===== config.mk =====
export PLATFORM = sky130hd
export DESIGN_NAME = i2caf_top
export DESIGN_NICKNAME = d
export VERILOG_FILES = /design/src/i2caf_baud.v /design/src/i2caf_top.v
export VERILOG_INCLUDE_DIRS = /design/src
export SDC_FILE = /design/constraint.sdc
export NUM_CORES = 1
export LEC_CHECK = 0
export BUFFER_PORTS_ARGS = -buffer_cell sky130_fd_sc_hd__buf_2
export CORE_AREA = 3 3 95 97
export CTS_CLUSTER_SIZE = 20
export DETAILED_ROUTE_END_ITERATION = 10
export DIE_AREA = 0 0 98 100
export GPL_ROUTABILITY_DRIVEN = 0
export PLACE_DENSITY = 0.74
export REMOVE_ABC_BUFFERS = 1
export SLEW_MARGIN = 10
export SYNTH_ARGS = -nofsm -noshare
export SYNTH_HDL_FRONTEND = slang
export SYNTH_SLANG_ARGS = --single-unit

===== constraint.sdc =====
create_clock -name pclk -period 1.9 [get_ports pclk]
set_input_delay 0.095 -clock pclk [delete_from_list [all_inputs] [get_ports pclk]]
set_output_delay 0.095 -clock pclk [all_outputs]
set_load 0.005 [all_outputs]

===== src/i2caf_map.vh =====
// Register map and constants of the I2C slave address filter and baud generator.
// Assumes a 32-bit APB slave; offsets are byte addresses.
`ifndef I2CAF_MAP_VH
`define I2CAF_MAP_VH
// Register byte offsets
`define I2CAF_CTRL_OFF 12'h000
`define I2CAF_ADDR_OFF 12'h004
`define I2CAF_MASK_OFF 12'h008
`define I2CAF_BAUD_OFF 12'h00C
`define I2CAF_STAT_OFF 12'h010
`define I2CAF_RXA_OFF 12'h014
// Control register fields
`define I2CAF_CTRL_EN 0
`define I2CAF_CTRL_A10M 10
`define I2CAF_CTRL_PMEN 11
`define I2CAF_CTRL_GENERAL_CALL_ENABLE 7
`define I2CAF_CTRL_MASTER 1
`define I2CAF_CTRL_WMASK 32'h0000_0C83
// Status register fields
`define I2CAF_STAT_MATCH 0
`define I2CAF_STAT_GCALL 1
`define I2CAF_STAT_UPPER 2
`define I2CAF_STAT_SCL 3
// Address patterns
`define I2CAF_GCALL_ADDR 7'h00
`define I2CAF_TEN_UPPER 5'h1E
`define I2CAF_RES_HI 5'h1F
`define I2CAF_RES_LO 4'h0
// Instruction clock is the oscillator halved
`define I2CAF_FCY_DIV 2
`endif


===== src/i2caf_baud.v =====
// Serial clock generator: each half-period lasts reload plus one instruction-clock ticks.
// Assumes pclk is the oscillator; instruction ticks are pclk divided by two.
`timescale 1ns/1ps
module i2caf_baud #(
   parameter WIDTH = 9
) (
   // Clock and reset
   input wire pclk,
   input wire presetn,
   // Control
   input wire run,
   input wire [WIDTH-1:0] reload,
   // Output
   output reg scl_level
);
   reg [WIDTH-1:0] count;
   reg fcy_phase;
   wire fcy_tick;
   assign fcy_tick = fcy_phase;
   // Fcy = Fosc/2, no doze or multiplier
   always @(posedge pclk or negedge presetn) begin
      if (!presetn) begin
         fcy_phase <= 1'b0;
      end else begin
         fcy_phase <= ~fcy_phase;
      end
   end
   always @(posedge pclk or negedge presetn) begin
      if (!presetn) begin
         count <= {WIDTH{1'b0}};
         scl_level <= 1'b1;
      end else if (fcy_tick) begin
         // Idle on the next tick, so stopping can cut a half-period short
         if (!run) begin
            count <= {WIDTH{1'b0}};
            scl_level <= 1'b1;
         end else if (count >= reload) begin
            count <= {WIDTH{1'b0}};
            scl_level <= ~scl_level;
         end else begin
            count <= count + {{(WIDTH-1){1'b0}}, 1'b1};
         end
      end
   end
endmodule


===== src/i2caf_top.v =====
// Slave address filter with mask, reserved-address rejection and baud generator, APB registers.
// Assumes the shift logic presents each received address byte with a one-cycle strobe.
//
// Function
// - A mask bit set to one makes that received address bit don't-care in 7-bit and 10-bit addressing.
// - The mask is applied only while the platform-management enable bit 11 of the control register is clear.
// - Reserved addresses are never acknowledged even if the mask would widen the match onto them.
// - Addresses 0000001, 0000010, 0000011, 00001xx and 11111xx with any R/W, and 0000000 with R/W one, never match.
// - The general call address with R/W zero is acknowledged only when general call enable is one.
// - Pattern 11110xx matches only as the upper byte of a 10-bit address in 10-bit mode.
// - Baud reload counts use an instruction clock equal to the oscillator divided by two.
`timescale 1ns/1ps
`include "i2caf_map.vh"
module i2caf_top #(
   parameter BRG_WIDTH = 9
) (
   // Clock and reset
   input wire pclk,
   input wire presetn,
   // APB slave
   input wire psel,
   input wire penable,
   input wire pwrite,
   input wire [11:0] paddr,
   input wire [31:0] pwdata,
   output reg [31:0] prdata,
   output reg pready,
   output reg pslverr,
   // Received address byte from the shifter
   input wire addr_valid,
   input wire [7:0] addr_byte,
   input wire addr_second,
   // Filter result
   output reg addr_ack,
   output reg addr_nack,
   // Master serial clock
   output reg scl_out
);
   reg [31:0] bus_control_reg;
   reg [9:0] slave_addr_reg;
   reg [9:0] slave_address_mask_reg;
   reg [BRG_WIDTH-1:0] baud_reload_reg;
   reg [7:0] last_byte;
   reg st_match;
   reg st_gcall;
   reg st_upper;
   reg upper_ok;
   wire scl_level;
   wire platform_mgmt_enable;
   wire general_call_enable;
   wire ten_bit;
   wire [9:0] eff_mask;
   wire [6:0] rx7;
   wire rw;
   wire is_res;
   wire is_gc;
   wire is_upper;
   wire hit7;
   wire hit_up;
   wire hit_lo;
   wire hit;
   wire wr_en;
   wire rd_en;

   assign platform_mgmt_enable = bus_control_reg[`I2CAF_CTRL_PMEN];
   assign general_call_enable = bus_control_reg[`I2CAF_CTRL_GENERAL_CALL_ENABLE];
   assign ten_bit = bus_control_reg[`I2CAF_CTRL_A10M];
   // Mask disabled while platform management is on
   assign eff_mask = platform_mgmt_enable ? 10'h000 : slave_address_mask_reg;
   assign rx7 = addr_byte[7:1];
   assign rw = addr_byte[0];

   // Reserved-pattern decode, shared by filter and status
   function reserved7;
      input [6:0] a;
      input r;
      begin
         reserved7 = ((a[6:3] == `I2CAF_RES_LO) && (a[2:0] != 3'h0)) ||
                     (a[6:2] == `I2CAF_RES_HI) ||
                     ((a == `I2CAF_GCALL_ADDR) && r);
      end
   endfunction

   // Masked compare
   function masked_eq;
      input [9:0] a;
      input [9:0] b;
      input [9:0] m;
      begin
         masked_eq = ((a ^ b) & ~m) == 10'h000;
      end
   endfunction

   assign is_res = reserved7(rx7, rw);
   assign is_gc = (rx7 == `I2CAF_GCALL_ADDR) && !rw;
   assign is_upper = (rx7[6:2] == `I2CAF_TEN_UPPER);
   assign hit7 = !ten_bit && !is_upper &&
                 masked_eq({3'h0, rx7}, {3'h0, slave_addr_reg[6:0]}, eff_mask);
   assign hit_up = ten_bit && is_upper &&
                   masked_eq({8'h00, rx7[1:0]}, {8'h00, slave_addr_reg[9:8]}, {8'h00, eff_mask[9:8]});
   assign hit_lo = ten_bit && upper_ok &&
                   masked_eq({2'h0, addr_byte}, {2'h0, slave_addr_reg[7:0]}, eff_mask & 10'h0FF);
   // Reserved codes beat any masked hit; second byte is raw data
   assign hit = addr_second ? hit_lo :
                (is_gc ? general_call_enable : (!is_res && (hit7 || hit_up)));

   // Filter outputs, one-cycle pulses
   always @(posedge pclk or negedge presetn) begin
      if (!presetn) begin
         addr_ack <= 1'b0;
         addr_nack <= 1'b0;
         upper_ok <= 1'b0;
         st_match <= 1'b0;
         st_gcall <= 1'b0;
         st_upper <= 1'b0;
         last_byte <= 8'h00;
      end else begin
         addr_ack <= addr_valid && bus_control_reg[`I2CAF_CTRL_EN] && hit;
         addr_nack <= addr_valid && !(bus_control_reg[`I2CAF_CTRL_EN] && hit);
         if (addr_valid) begin
            last_byte <= addr_byte;
            st_match <= bus_control_reg[`I2CAF_CTRL_EN] && hit;
            st_gcall <= !addr_second && is_gc && general_call_enable;
            st_upper <= !addr_second && hit_up && !is_res;
            if (addr_second) begin
               upper_ok <= 1'b0;
            end else begin
               upper_ok <= hit_up && !is_res;
            end
         end
      end
   end

   // APB: zero wait states, unmapped reads zero, no error
   assign wr_en = psel && penable && pwrite;
   assign rd_en = psel && !penable && !pwrite;

   always @(posedge pclk or negedge presetn) begin
      if (!presetn) begin
         bus_control_reg <= 32'h0000_0000;
         slave_addr_reg <= 10'h000;
         slave_address_mask_reg <= 10'h000;
         baud_reload_reg <= {BRG_WIDTH{1'b0}};
      end else if (wr_en) begin
         case (paddr)
            `I2CAF_CTRL_OFF: begin
               bus_control_reg <= pwdata & `I2CAF_CTRL_WMASK;
            end
            `I2CAF_ADDR_OFF: begin
               slave_addr_reg <= pwdata[9:0];
            end
            `I2CAF_MASK_OFF: begin
               slave_address_mask_reg <= pwdata[9:0];
            end
            `I2CAF_BAUD_OFF: begin
               baud_reload_reg <= pwdata[BRG_WIDTH-1:0];
            end
            default: begin
               bus_control_reg <= bus_control_reg;
            end
         endcase
      end
   end

   // Read data captured in setup so it is stable for the access phase
   always @(posedge pclk or negedge presetn) begin
      if (!presetn) begin
         prdata <= 32'h0000_0000;
         pready <= 1'b0;
         pslverr <= 1'b0;
      end else begin
         pready <= psel && !penable;
         pslverr <= 1'b0;
         if (rd_en) begin
            case (paddr)
               `I2CAF_CTRL_OFF: prdata <= bus_control_reg;
               `I2CAF_ADDR_OFF: prdata <= {22'h000000, slave_addr_reg};
               `I2CAF_MASK_OFF: prdata <= {22'h000000, slave_address_mask_reg};
               `I2CAF_BAUD_OFF: prdata <= {{(32-BRG_WIDTH){1'b0}}, baud_reload_reg};
               `I2CAF_STAT_OFF: prdata <= {28'h0000000, scl_out, st_upper, st_gcall, st_match};
               `I2CAF_RXA_OFF: prdata <= {24'h000000, last_byte};
               default: prdata <= 32'h0000_0000;
            endcase
         end
      end
   end

   i2caf_baud #(
      .WIDTH(BRG_WIDTH)
   ) u_baud (
      .pclk(pclk),
      .presetn(presetn),
      .run(bus_control_reg[`I2CAF_CTRL_EN] && bus_control_reg[`I2CAF_CTRL_MASTER]),
      .reload(baud_reload_reg),
      .scl_level(scl_level)
   );

   always @(posedge pclk or negedge presetn) begin
      if (!presetn) begin
         scl_out <= 1'b1;
      end else begin
         scl_out <= scl_level;
      end
   end
endmodule


==> impl_metrics.toml <==
[synthesis]
post-synth-top-count-cell = "dfrtp_1"
yosysWarningCount = 0
synth_seq_area_share = 0.466
synthArstFlopShare = 1.00
average_size_of_a_mapped_cell_um2 = 10.9
netlist_top_cells_area = "dfrtp_1 (45%), mux2_2 (12%), buf_4 (4.0%)"
synthDominantAreaCellType = "dfrtp_1"
ys.flop_type = "dfrtp_1"
netlist_instances = 359
synth.cell_area_um2 = 3920
ys_types = 54
flip_flop_and_latch_count_after_synthesis = 73
synth_top_area_share = 0.453
synth_common_cells = "dfrtp_1 (71), mux2_2 (43), nand2_1 (28)"
synth_enable_flop_cells = 0

[detailed_routing]
wl_per_cell_um = 17.0
number_of_nets_with_antenna_violations_after_routing = 0
detailed_route_iter0_violations = 186
drt_pass1_iterations = 4
remaining_drc_errors = 0
vias_per_cell = 5.45
postRouteWirelength_um = 10100
detailroute.via_count = 3222

[place]
placement.io_buffers = 54
placed_cells_incl_taps = 565
place.detailed.hpwl_um = 7300

[timing]
postLayoutSetupSlackWorst_ns = -0.191
hold_viol_final = 0
grt_setup_unrepaired = "true"
worst_max_slew_pin_slew_ns = 0.616
setup_viol = 13
hold_slack_ns = 0.0190
slew_violations = 0
minimum_period_implied_by_the_final_worst_setup_slack_ns = 2.09
final.period_utilization = 1.10
max_slew_margin = 0.589
skew_ns = 0.0119
fmax_mhz = 478

[clock_network]
htreeDepth = 3
clock_sink_count = 73
number_of_buffers_on_the_longest_clock_path = 2
numCtsBuffers = 9
cts-root-buf = "clkbuf_8"
clkTransAtPathRegs_ns = 0.08
cts_tree = "done"
worstSkewPairLatency_ns = 0.35

[floorplan]
initial_core_utilization = 0.477
io_pins = 96
die_width_um = 98
die_area_um2 = 9800
floorplan.core_area_um2 = 8220
die_height_um = 100
std_cell_rows = 33

[critical_path]
crit_arrival_ns = 2.37
critical_path.endpoint_type = "flop"
timing.critical_path.fanout_max = 4
timing.critical_path.slowest_stage_cell = "dfrtp_1"
worstPathBufferInverterCount = 1
worst-endpoint-required_ns = 2.18
top_delay_family_on_crit_path = "compound AO/OA/AOI/OAI gates"
crit_chain = "inv_2, ha_4, and3_4, a221oi_2, o21ai_1, a211o_1, and2_4, mux2_2"
timing.critical_path.from_type = "flop"
cp_slowest_stage_delay_ns = 0.40
setup.worst_path.class = "reg2reg"

[global_routing]
grt_start_max_net_pins = 50
grt_first_pass_wirelength_um = 15900
overflow = 0
antenna_violations_before_repair = 0
grt.total_usage = 0.206
grt_pass1_vias = 3257

[run_status]
violated_checks = "setup timing"
outcome = "complete, but fails checks"

[layout]
area.growth.synth_to_final_pct = 31.4
insertedDiodeCount = 0
final_cell_count_no_fill = 591
number_of_flip_flops_in_the_largest_register = 12
nNetsFinal = 551
share_of_post_route_cells_with_drive_strength_above_1 = 0.444

[min_path]
hold_path_class = "in2reg"

[pwr]
cellPowerDensity_nw_per_um2 = 593
peakVddDrop_v = 0.000373
power.static_leakage_uw = 0.00248

[run]
max_cap_violations = 0
[routing by layer]
metal,GRT usage,part of all wire,routed length [µm]
met5,0,0,0
met3,0.0549,0.073,738
met4,0.0628,0.020,202
met2,0.340,0.48,4880
met1,0.267,0.42,4250
[final timing paths]
path	slack, ns	end	depth (start not counted)	from
worst max-delay path	-0.19	u_baud.scl_level	8	baud_reload_reg[5]
worst min-delay path	0.02	slave_address_mask_reg[5]	2	pwdata[5]
worst max register to register	-0.19	u_baud.scl_level	8	baud_reload_reg[5]
worst min register to register	0.41	scl_out	0	u_baud.scl_level
max in group asynchronous	1.07	slave_addr_reg[1]	3	presetn
min in group asynchronous	0.28	bus_control_reg[7]	3	presetn
[area by class of cell]
| cell class | count | area, µm² |
|---|---|---|
| sequential | 73 | 1830 |
| fill | 642 | 3060 |
| timing repair buffer | 123 | 820 |
| tap | 105 | 131 |
| clock buffer | 12 | 155 |
| multi-input combinational | 259 | 2120 |
| clock inverter | 3 | 40.0 |
| inverter | 16 | 60.1 |
[report_power, final]
group          internal, µW  switching (µW)
registers              1570            13.1
logic                   104             139
clock network           668             561
total                  2350             714
[metrics by stage]
step / power (µW) / cell area [µm²] / TNS (ns) / worst slack [ns] / util
final: 3060 / 5150 / -1.52 / -0.191 / 0.627
after CTS: 3070 / 5010 / -1.02 / -0.145 / 0.610
after global routing: 3180 / 5150 / -2.68 / -0.274 / 0.627
after detailed placement: 1840 / 4630 / -2.25 / -0.224 / 0.563
after floorplan: 1690 / 3790 / -3.83 / -0.308 / -
after global placement: 1830 / 4630 / -1.88 / -0.195 / 0.563
[kinds of logic (layout without fill, tap and decap cells)]
family                   Yosys count  count (layout)  share of synthesized area
AND/OR/NAND/NOR                   89              89                      0.122
multiplexers                      56              56                      0.157
adder cells (fa/ha/maj)           10              10                     0.0319
other                              1              21                   0.000956
flip-flops                        73              73                      0.466
XOR/XNOR                          21              21                     0.0469
AO/OA/AOI/OAI                     62              62                      0.108
buffers and inverters             47             154                     0.0676
[what timing repair did]
item / CTS / global route
pin swaps: 11 / 8
hold buffers: 5 / 0
hold endpoints to repair: 76 / 0
resized for setup: 30 / 22
setup endpoints to repair: 13 / 15
setup buffers: 3 / 4
[layout by cell type, fill, tap and decap left out, types with 5 or more instances in the layout]
master / Yosys / routed
buf_2: 2 / 54
nand2b_1: 5 / 5
conb_1: 1 / 21
mux2_2: 43 / 43
nand2_1: 28 / 28
dlygate4sd3_1: 0 / 5
o21ai_0: 16 / 14
o22ai_1: 11 / 10
xnor2_1: 17 / 14
buf_4: 21 / 59
dfrtp_1: 71 / 70
ha_1: 10 / 7
clkbuf_8: 0 / 11
inv_1: 15 / 11
nand3_1: 7 / 7
mux2i_1: 12 / 12
nor2_1: 12 / 8
buf_6: 1 / 5
a21oi_1: 9 / 8
Power figures use the tool's default switching activity.
